`config.mk`:
```
export PLATFORM = sky130hd
export DESIGN_NAME = srtap_top
export DESIGN_NICKNAME = d
export VERILOG_FILES = /design/src/design/srtap_pkg.sv /design/src/design/srtap_scan_reg.sv /design/src/design/srtap_sync.sv /design/src/design/srtap_top.sv
export SDC_FILE = /design/constraint.sdc
export NUM_CORES = 1
export LEC_CHECK = 0
export BUFFER_PORTS_ARGS = -buffer_cell sky130_fd_sc_hd__buf_2
export CORE_UTILIZATION = 63
export CTS_CLUSTER_SIZE = 25
export DETAILED_ROUTE_END_ITERATION = 6
export PLACE_DENSITY = 0.93
export SLEW_MARGIN = 20
export SYNTH_ARGS = -nofsm -noshare
export SYNTH_HDL_FRONTEND = slang
export SYNTH_SLANG_ARGS = --single-unit
```
`constraint.sdc`:
```
create_clock -name core_clk -period 14 [get_ports core_clk]
set_clock_uncertainty 0.2 [all_clocks]
set_input_delay 2.8 -clock core_clk [delete_from_list [all_inputs] [get_ports core_clk]]
set_output_delay 2.8 -clock core_clk [all_outputs]
set_load 0.02 [all_outputs]
```
`src/design/srtap_pkg.sv`:
```
/*
  Constants, instruction codes and controller state type for the SRAM test
  access port instruction logic.
  Assumes a single core clock that oversamples the test clock pins.
*/
// Summary of operation
// - three-bit instruction register; all eight codes decoded, three of them reserved.
// - no path into the memory core; no preload of output buffers.
// - test-style instructions only capture the I/O ring; pins never driven from scan.
// - in Shift-IR the instruction register sits between TDI and TDO, one bit per rise.
// - a shifted instruction applies only at Update-IR.
// - all-zero code is the external-test instruction, not unimplemented.
// - external test behaves as sample/preload but forces SRAM outputs to high impedance.
// - identification captures a fixed 32-bit code in Capture-DR, shifts it in Shift-DR.
// - identification is the current instruction at power-up and in test-logic-reset.
// - sample-with-high-impedance puts the boundary register on the path in Shift-DR.
// - sample-with-high-impedance forces every SRAM output to high impedance.
// - sample/preload Capture-DR snapshots all input and bidirectional pins.
// - sample/preload Shift-DR shifts the captured boundary values out.
// - sample/preload Update-DR does nothing more than Pause-DR.
// - bypass puts the one-bit bypass register on the path in Shift-DR.
// - codes 000 ext, 001 id, 010 sample-z, 100 sample, 111 bypass; rest reserved.
// - Capture-IR loads the two low instruction bits with 01.
// - five rising TCK edges with TMS high reset the test logic.
// - scan registers take TDI at MSB, give LSB on TDO; TDO changes on falling TCK.
`default_nettype none

package srtap_pkg;

  // ==========================================================================
  // scan register sizes
  localparam int IR_WIDTH   = 3;
  localparam int ID_WIDTH   = 32;
  localparam int BSR_WIDTH  = 73;

  // ==========================================================================
  // instruction codes
  localparam logic [2:0] INSTR_EXTEST   = 3'h0;
  localparam logic [2:0] INSTR_IDCODE   = 3'h1;
  localparam logic [2:0] INSTR_SAMPLE_Z = 3'h2;
  localparam logic [2:0] INSTR_SAMPLE   = 3'h4;
  localparam logic [2:0] INSTR_BYPASS   = 3'h7;

  // capture pattern of the instruction register, low bits 01
  localparam logic [2:0] IR_CAPTURE_VAL = 3'h1;
  // bypass register captures low
  localparam logic       BYPASS_CAP_VAL = 1'b0;
  // test-logic-reset after this many rises with TMS high
  localparam int         RESET_TMS_RISES = 5;

  // ==========================================================================
  // timing: fastest test clock against the core clock
  localparam int CORE_PERIOD_NS    = 25;
  localparam int TCK_MIN_PERIOD_NS = 100;
  // cycles of core clock per fastest test clock period, rounded down
  localparam int TCK_MIN_CYCLES    = TCK_MIN_PERIOD_NS / CORE_PERIOD_NS;
  // synchroniser plus edge detector needs this many samples per period
  localparam int TCK_NEED_CYCLES   = 4;

  // ==========================================================================
  // controller states
  typedef enum logic [3:0] {
    ST_RESET, ST_IDLE,
    ST_SEL_DR, ST_CAP_DR, ST_SHIFT_DR, ST_EXIT1_DR, ST_PAUSE_DR, ST_EXIT2_DR, ST_UPD_DR,
    ST_SEL_IR, ST_CAP_IR, ST_SHIFT_IR, ST_EXIT1_IR, ST_PAUSE_IR, ST_EXIT2_IR, ST_UPD_IR
  } srtap_state_type;

endpackage : srtap_pkg

`default_nettype wire

```
`src/design/srtap_scan_reg.sv`:
```
/*
  Parallel-capture, serial-shift scan register.
  Assumes capture and shift strobes are one-cycle enables and never coincide.
*/
`timescale 1ns/1ps
`default_nettype none

module srtap_scan_reg
  import srtap_pkg::*;
#(
  parameter int WIDTH = 1
) (
  // clock and reset
  input  wire  logic             clk,
  input  wire  logic             rst,
  // strobes
  input  wire  logic             capture_en,
  input  wire  logic             shift_en,
  // data
  input  wire  logic [WIDTH-1:0] cap_val,
  input  wire  logic             scan_in,
  output logic       [WIDTH-1:0] data
);

  logic [WIDTH-1:0] data_q;
  logic [WIDTH-1:0] data_d;

  // ==========================================================================
  // elaboration check
  if (WIDTH < 1) begin : g_bad_width
    $error("srtap_scan_reg: WIDTH must be at least one");
  end

  // scan-in lands in the MSB, LSB leaves toward TDO
  if (WIDTH == 1) begin : g_one
    assign data_d = capture_en ? cap_val : (shift_en ? scan_in : data_q);
  end else begin : g_many
    assign data_d = capture_en ? cap_val :
                    (shift_en ? {scan_in, data_q[WIDTH-1:1]} : data_q);
  end

  always_ff @(posedge clk or posedge rst) begin
    if (rst) begin
      data_q <= '0;
    end else begin
      data_q <= data_d;
    end
  end

  assign data = data_q;

endmodule // srtap_scan_reg

`default_nettype wire

```
`src/design/srtap_sync.sv`:
```
/*
  Two-flop synchroniser for a bundle of independent level signals.
  Assumes each bit is a slow level; no bus coherence is given across bits.
*/
`timescale 1ns/1ps
`default_nettype none

module srtap_sync
  import srtap_pkg::*;
#(
  parameter int WIDTH = 1
) (
  // clock and reset
  input  wire  logic             clk,
  input  wire  logic             rst,
  // asynchronous in, synchronised out
  input  wire  logic [WIDTH-1:0] async_in,
  output logic       [WIDTH-1:0] sync_out
);

  logic [WIDTH-1:0] meta_q;
  logic [WIDTH-1:0] sync_q;

  // ==========================================================================
  // elaboration check
  if (WIDTH < 1) begin : g_bad_width
    $error("srtap_sync: WIDTH must be at least one");
  end

  // first flop feeds only the second
  always_ff @(posedge clk or posedge rst) begin
    if (rst) begin
      meta_q <= '0;
      sync_q <= '0;
    end else begin
      meta_q <= async_in;
      sync_q <= meta_q;
    end
  end

  assign sync_out = sync_q;

endmodule // srtap_sync

`default_nettype wire

```
`src/design/srtap_top.sv`:
```
/*
  Test access port instruction logic of a synchronous SRAM: controller state,
  instruction register, data register selection, TDO drive and output high-Z.
  Assumes TCK, TMS, TDI and the I/O ring arrive asynchronously and that TCK
  runs at most a quarter of core_clk; all pins pass two flops first.
*/
`timescale 1ns/1ps
`default_nettype none

module srtap_top
  import srtap_pkg::*;
#(
  parameter int          BSR_W   = BSR_WIDTH,
  // arbitrary identification value, bit 0 kept high as presence marker
  parameter logic [31:0] ID_CODE = 32'h1234_5679
) (
  // clock and reset
  input  wire  logic             core_clk,
  input  wire  logic             rst,
  // test pins
  input  wire  logic             tck,
  input  wire  logic             tms,
  input  wire  logic             tdi,
  output logic                   tdo_out,
  output logic                   tdo_oe,
  // I/O ring sampled by the boundary register
  input  wire  logic [BSR_W-1:0] io_ring,
  // high-impedance request to all SRAM output drivers
  output logic                   sram_out_hiz
);

  // ==========================================================================
  // elaboration checks
  if (BSR_W < 2) begin : g_bad_bsr
    $error("srtap_top: BSR_W must be at least two");
  end
  if (TCK_MIN_CYCLES < TCK_NEED_CYCLES) begin : g_bad_rate
    $error("srtap_top: core clock too slow to oversample the test clock");
  end

  // ==========================================================================
  // pin synchronisers
  logic [2:0]       pins_s;
  logic [BSR_W-1:0] ring_s;
  logic             tck_s;
  logic             tms_s;
  logic             tdi_s;
  logic             tck_prev_q;

  srtap_sync #(.WIDTH(3)) u_pin_sync (
    .clk      (core_clk),
    .rst      (rst),
    .async_in ({tck, tms, tdi}),
    .sync_out (pins_s)
  );

  // ring values change at SRAM speed; a capture may still land mid-transition
  srtap_sync #(.WIDTH(BSR_W)) u_ring_sync (
    .clk      (core_clk),
    .rst      (rst),
    .async_in (io_ring),
    .sync_out (ring_s)
  );

  assign tck_s = pins_s[2];
  assign tms_s = pins_s[1];
  assign tdi_s = pins_s[0];

  // edge finder on the synchronised test clock
  always_ff @(posedge core_clk or posedge rst) begin
    if (rst) begin
      tck_prev_q <= 1'b0;
    end else begin
      tck_prev_q <= tck_s;
    end
  end

  logic tck_rise;
  logic tck_fall;
  assign tck_rise = tck_s & ~tck_prev_q;
  assign tck_fall = ~tck_s & tck_prev_q;

  // ==========================================================================
  // controller state machine
  srtap_state_type state_q;
  srtap_state_type state_d;
  srtap_state_type state_nx;

  function automatic srtap_state_type next_state(input srtap_state_type s, input logic m);
    unique case (s)
      ST_RESET:    next_state = m ? ST_RESET    : ST_IDLE;
      ST_IDLE:     next_state = m ? ST_SEL_DR   : ST_IDLE;
      ST_SEL_DR:   next_state = m ? ST_SEL_IR   : ST_CAP_DR;
      ST_CAP_DR:   next_state = m ? ST_EXIT1_DR : ST_SHIFT_DR;
      ST_SHIFT_DR: next_state = m ? ST_EXIT1_DR : ST_SHIFT_DR;
      ST_EXIT1_DR: next_state = m ? ST_UPD_DR   : ST_PAUSE_DR;
      ST_PAUSE_DR: next_state = m ? ST_EXIT2_DR : ST_PAUSE_DR;
      ST_EXIT2_DR: next_state = m ? ST_UPD_DR   : ST_SHIFT_DR;
      ST_UPD_DR:   next_state = m ? ST_SEL_DR   : ST_IDLE;
      ST_SEL_IR:   next_state = m ? ST_RESET    : ST_CAP_IR;
      ST_CAP_IR:   next_state = m ? ST_EXIT1_IR : ST_SHIFT_IR;
      ST_SHIFT_IR: next_state = m ? ST_EXIT1_IR : ST_SHIFT_IR;
      ST_EXIT1_IR: next_state = m ? ST_UPD_IR   : ST_PAUSE_IR;
      ST_PAUSE_IR: next_state = m ? ST_EXIT2_IR : ST_PAUSE_IR;
      ST_EXIT2_IR: next_state = m ? ST_UPD_IR   : ST_SHIFT_IR;
      ST_UPD_IR:   next_state = m ? ST_SEL_DR   : ST_IDLE;
      default:     next_state = ST_RESET;
    endcase
  endfunction

  // any state reaches reset after five rises with TMS high
  assign state_nx = next_state(state_q, tms_s);
  assign state_d  = tck_rise ? state_nx : state_q;

  always_ff @(posedge core_clk or posedge rst) begin
    if (rst) begin
      state_q <= ST_RESET;
    end else begin
      state_q <= state_d;
    end
  end

  // ==========================================================================
  // one-cycle strobes per controller action
  logic cap_ir_en;
  logic shift_ir_en;
  logic upd_ir_en;
  logic cap_dr_en;
  logic shift_dr_en;
  assign cap_ir_en   = tck_rise & (state_q == ST_CAP_IR);
  assign shift_ir_en = tck_rise & (state_q == ST_SHIFT_IR);
  assign upd_ir_en   = tck_rise & (state_q == ST_UPD_IR);
  assign cap_dr_en   = tck_rise & (state_q == ST_CAP_DR);
  assign shift_dr_en = tck_rise & (state_q == ST_SHIFT_DR);

  // ==========================================================================
  // instruction register: shift stage and active stage
  logic [IR_WIDTH-1:0] ir_shift;
  logic [IR_WIDTH-1:0] ir_act_q;
  logic [IR_WIDTH-1:0] ir_act_d;

  srtap_scan_reg #(.WIDTH(IR_WIDTH)) u_ir (
    .clk        (core_clk),
    .rst        (rst),
    .capture_en (cap_ir_en),
    .shift_en   (shift_ir_en),
    .cap_val    (IR_CAPTURE_VAL),
    .scan_in    (tdi_s),
    .data       (ir_shift)
  );

  // reset state forces identification; otherwise only Update-IR loads
  assign ir_act_d = (state_q == ST_RESET) ? INSTR_IDCODE :
                    (upd_ir_en ? ir_shift : ir_act_q);

  always_ff @(posedge core_clk or posedge rst) begin
    if (rst) begin
      ir_act_q <= INSTR_IDCODE;
    end else begin
      ir_act_q <= ir_act_d;
    end
  end

  // ==========================================================================
  // instruction decode; reserved codes fall through to bypass
  logic dec_ext;
  logic dec_id;
  logic dec_sampz;
  logic dec_samp;
  logic sel_bsr;
  logic sel_id;
  logic sel_byp;
  logic hiz_d;
  assign dec_ext   = (ir_act_q == INSTR_EXTEST);
  assign dec_id    = (ir_act_q == INSTR_IDCODE);
  assign dec_sampz = (ir_act_q == INSTR_SAMPLE_Z);
  assign dec_samp  = (ir_act_q == INSTR_SAMPLE);
  assign sel_bsr   = dec_ext | dec_sampz | dec_samp;
  assign sel_id    = dec_id;
  assign sel_byp   = ~sel_bsr & ~sel_id;
  assign hiz_d     = dec_ext | dec_sampz;

  // ==========================================================================
  // data registers; no update stage exists, so Update-DR acts as Pause-DR
  logic [0:0]          byp_data;
  logic [ID_WIDTH-1:0] id_data;
  logic [BSR_W-1:0]    bsr_data;

  srtap_scan_reg #(.WIDTH(1)) u_bypass (
    .clk        (core_clk),
    .rst        (rst),
    .capture_en (cap_dr_en & sel_byp),
    .shift_en   (shift_dr_en & sel_byp),
    .cap_val    (BYPASS_CAP_VAL),
    .scan_in    (tdi_s),
    .data       (byp_data)
  );

  srtap_scan_reg #(.WIDTH(ID_WIDTH)) u_idreg (
    .clk        (core_clk),
    .rst        (rst),
    .capture_en (cap_dr_en & sel_id),
    .shift_en   (shift_dr_en & sel_id),
    .cap_val    (ID_CODE),
    .scan_in    (tdi_s),
    .data       (id_data)
  );

  // capture only: contents never reach a pin or the memory core
  srtap_scan_reg #(.WIDTH(BSR_W)) u_bsr (
    .clk        (core_clk),
    .rst        (rst),
    .capture_en (cap_dr_en & sel_bsr),
    .shift_en   (shift_dr_en & sel_bsr),
    .cap_val    (ring_s),
    .scan_in    (tdi_s),
    .data       (bsr_data)
  );

  // ==========================================================================
  // TDO selection, registered on the falling test clock edge
  logic in_shift;
  logic dr_lsb;
  logic tdo_d;
  logic tdo_q;
  logic tdo_oe_q;
  logic hiz_q;
  assign in_shift = (state_q == ST_SHIFT_IR) | (state_q == ST_SHIFT_DR);
  assign dr_lsb   = sel_bsr ? bsr_data[0] : (sel_id ? id_data[0] : byp_data[0]);
  assign tdo_d    = (state_q == ST_SHIFT_IR) ? ir_shift[0] : dr_lsb;

  always_ff @(posedge core_clk or posedge rst) begin
    if (rst) begin
      tdo_q    <= 1'b0;
      tdo_oe_q <= 1'b0;
    end else if (tck_fall) begin
      tdo_q    <= tdo_d;
      tdo_oe_q <= in_shift;
    end
  end

  // output driver disable follows the active instruction
  always_ff @(posedge core_clk or posedge rst) begin
    if (rst) begin
      hiz_q <= 1'b0;
    end else begin
      hiz_q <= hiz_d;
    end
  end

  assign tdo_out      = tdo_q;
  assign tdo_oe       = tdo_oe_q;
  assign sram_out_hiz = hiz_q;

  // ==========================================================================
  // checks
  // run of TMS-high rises, saturating at the reset count
  localparam logic [2:0] TMS_RUN_TOP = 3'(RESET_TMS_RISES);
  logic [2:0]            tms_run_q;
  always_ff @(posedge core_clk or posedge rst) begin
    if (rst) begin
      tms_run_q <= 3'h0;
    end else if (tck_rise) begin
      tms_run_q <= !tms_s ? 3'h0 : ((tms_run_q == TMS_RUN_TOP) ? tms_run_q : tms_run_q + 3'h1);
    end
  end
endmodule // srtap_top

`default_nettype wire

```
==> flow_metrics.py <==
metrics = {
    "setup_path": {
        "crit_start": "tdo_out",
        "path_class": "reg2out",
        "crit_path_max_fanout": 2,
        "cp-start-kind": "register",
        "cp_num_buf_inv": 1,
        "arrival_ns": 1.04,
        "ff2ff_path_depth": 6,
        "crit_cells": 1,
        "required_ns": 11.00,
        "max_stage_delay_ns": 0.38,
        "cpMaxStageDelayCell": "dfrtp_1",
        "path_cells": "buf_2",
        "reg2reg_from": "state_q[3]",
        "critPathCapture": "tdo_out",
        "end_kind": "primary output",
        "cp_top_family": "flip-flops",
        "reg2reg_slack_ns": 10.83,
        "rr_endpoint": "u_bsr.data[66]",
    },
    "timing": {
        "rsz0062_at_grt": "no",
        "timing.fmax_mhz": 247,
        "drv_slew": 0,
        "finalSetupViolCount": 0,
        "fin_crit_sh": 0.289,
        "finalCriticalPeriod_ns": 4.04,
        "finalSetupTns_ns": 0,
        "worstMarginPinSlew_ns": 0.913,
        "maxSlewHeadroom": 0.391,
        "hold_violations": 0,
        "hold_ws_ns": 0.145,
    },
    "placed_design": {
        "hpwl_um": 9240,
        "gp_congestion": 0.814,
        "port_buffers": 80,
        "placed_area_um2": 9830,
    },
    "cells_and_area": {
        "drive_gt1_frac": 0.174,
        "fin_nets": 868,
        "syn_to_final_growth_pct": 14.7,
        "num_antenna_cells": 0,
        "design_area_um2": 10800,
    },
    "global_routing": {
        "antenna_found_initial": 0,
        "grt_usage": 0.243,
        "grt_pass1_vias": 5707,
        "grt_max_degree": 108,
        "grt_pass1_wl_um": 28200,
        "grt_overflow": 0,
    },
    "die": {
        "die_height_um": 124,
        "core_um2": 14500,
        "placementRows": 44,
        "dieArea_um2": 15400,
        "start_util": 0.646,
        "fp.dieW_um": 124,
        "io_pins": 81,
    },
    "logic_synthesis": {
        "syn_avg_cell_area_um2": 13.1,
        "synth_area_leaders": "dfrtp_1 72%, mux2i_1 7.8%, nand2_1 5.2%, o21ai_0 5.0%, o21ai_1 1.3%",
        "ys_seq_area_frac": 0.725,
        "synth_cells": 717,
        "syn_nets": 795,
        "yosys_warnings": 0,
        "postSynthRegisterBits": 272,
        "yosysUniqueCellTypes": 41,
        "synth_top_area_share": 0.723,
        "synth_top_area_cell": "dfrtp_1",
        "syn_area_um2": 9390,
    },
    "power_and_ir_drop": {
        "power.share.switching": 0.243,
        "combPwrFrac": 0.081,
        "ir_drop_mv": 0.125,
        "p_int_w": 0.00135,
        "seq_power_share": 0.499,
        "leakagePower_nw": 5.28,
        "p_sw_w": 0.000434,
        "power.density_nw_per_um2": 166,
        "p_clk_frac": 0.420,
    },
    "detailed_routing": {
        "drt_iter0_drc": 524,
        "viasPerCell": 5.62,
        "drc": 0,
        "antenna_left": 0,
        "postRouteWirelength_um": 17600,
        "wl_per_cell_um": 17.7,
        "firstDrtPassIters": 4,
        "vias": 5579,
    },
    "clocking": {
        "cts_hold_buffers": 0,
        "clock_sinks": 272,
        "clock_path_buffers": 3,
        "clk_latency_ns": 0.51,
        "cts_buffers": 26,
        "cts_tree": "done",
        "htree_num_levels": 1,
        "clock-root-buffer": "clkbuf_16",
        "cts_setup_buffers": 0,
        "post_cts_resize_count": 0,
        "path_clk_slew_ns": 0.06,
    },
    "worst_hold_path": {
        "hold_class": "reg2reg",
    },
    "job": {
        "maxCapViolCount": 0,
    },
    "run_status": {
        "status": "finished clean",
    },
}
synth_stat cells, drive strengths merged:
cell type  count
o31ai          1
a21o           1
o22ai          1
clkbuf        12
o2111ai        1
mux2           1
o221ai         1
and3b          1
nor3b          2
nand3b         2
dfrtp        271
a31oi          3
inv            7
nor2b          3
a21oi         13
or4b           1
o21ai        117
nor3           4
nor4           1
a221oi         1
and4           1
a22oi          1
nand4          1
or3            1
nand2b         2
nand2        130
mux2i         73
o211ai         4
nor2          21
a2bb2oi        1
nand4b         1
nand3          4
buf           30
a311oi         2
dfstp          1
layer usage:
metal  up-vias  global-route usage  share of wire
li1       2560                   -              -
met1      2809               0.316           0.40
met2       159               0.411           0.53
met3        51              0.0417          0.044
met4         0              0.0967          0.031
met5         -                   0              0
state kept, by name (all words and copies together), names as in the netlist:
| name | flops |
|---|---|
| ir_act_q | 3 |
| u_bypass.data | 1 |
| u_ring_sync.meta_q | 73 |
| u_pin_sync.meta_q | 3 |
| u_ring_sync.sync_out | 73 |
| u_idreg.data | 32 |
| u_bsr.data | 73 |
| sram_out_hiz | 1 |
| u_pin_sync.sync_out | 3 |
| state_q | 4 |
| tdo_out | 1 |
| tck_prev_q | 1 |
| tdo_oe | 1 |
| u_ir.data | 3 |
kinds of logic after synthesis:
group,Yosys count,synth area share
mux,74,0.0791
flops,272,0.725
buf+inv,49,0.0301
simple gates,175,0.0799
compound gates,147,0.0856
cells in the final DEF (no fill, tap or decap), drive strengths merged, types with 2 or more instances in the layout:
cell type	synthesis	layout
o211ai	4	4
nor2b	3	3
a21oi	13	13
clkinvlp	0	3
inv	7	8
nand3b	2	2
buf	30	87
clkinv	0	8
nor3b	2	2
bufinv	0	5
o21ai	117	117
mux2i	73	73
nand2b	2	2
nor2	21	21
a31oi	3	3
nand3	4	4
nor3	4	4
nand2	130	130
clkbuf	12	30
dfrtp	271	271
a311oi	2	2
worst register-to-register path: stages, from the launching register on:
cell	delay (ns)
dfrtp_1	0.69
nor2_1	0.16
nand4_1	0.15
buf_4	0.53
buf_4	0.77
mux2i_1	0.40
o21ai_0	0.13
area by class of cell:
class,instances,area [µm²]
Clock buffer,30,707
Sequential cell,272,6810
Multi-Input combinational cell,396,2300
Inverter,7,33.8
Timing Repair Buffer,87,457
Clock inverter,17,225
Tap cell,184,230
Fill cell,891,3770
per-stage QoR:
stage | worst slack (ns) | util | std cells | total power [W]
6_report | 9.96 | 0.741 | 993 | 0.00179
5_1_grt | 9.64 | 0.741 | 993 | 0.00186
3_3_place_gp | 9.29 | 0.676 | 946 | 0.00103
4_1_cts | 9.79 | 0.740 | 993 | 0.00180
2_1_floorplan | 3.51 | - | 717 | 0.00100
3_5_place_dp | 9.28 | 0.676 | 946 | 0.00104
worst min path at each step:
stage / depth (start not counted) / end / start / slack [ns]
final: 0 / u_ring_sync.sync_out[6] / u_ring_sync.meta_q[6] / 0.15
after global routing: 0 / u_ring_sync.sync_out[26] / u_ring_sync.meta_q[26] / 0.15
after CTS: 0 / u_ring_sync.sync_out[26] / u_ring_sync.meta_q[26] / 0.15
after detailed placement: 0 / u_ring_sync.sync_out[12] / u_ring_sync.meta_q[12] / 0.13
after global placement: 0 / u_ring_sync.sync_out[44] / u_ring_sync.meta_q[44] / 0.13
after floorplan: 0 / u_pin_sync.sync_out[0] / u_pin_sync.meta_q[0] / 0.13
power by group through the flow:
stage / sequential, W / combinational (W) / clock (W)
2_1_floorplan: 0.000880 / 0.000124 / 0
3_3_place_gp: 0.000899 / 0.000133 / 0
3_5_place_dp: 0.000904 / 0.000139 / 0
4_1_cts: 0.000892 / 0.000146 / 0.000758
5_1_grt: 0.000899 / 0.000165 / 0.000791
6_report: 0.000893 / 0.000145 / 0.000751
Note: power is estimated with default switching activity, not from simulation.
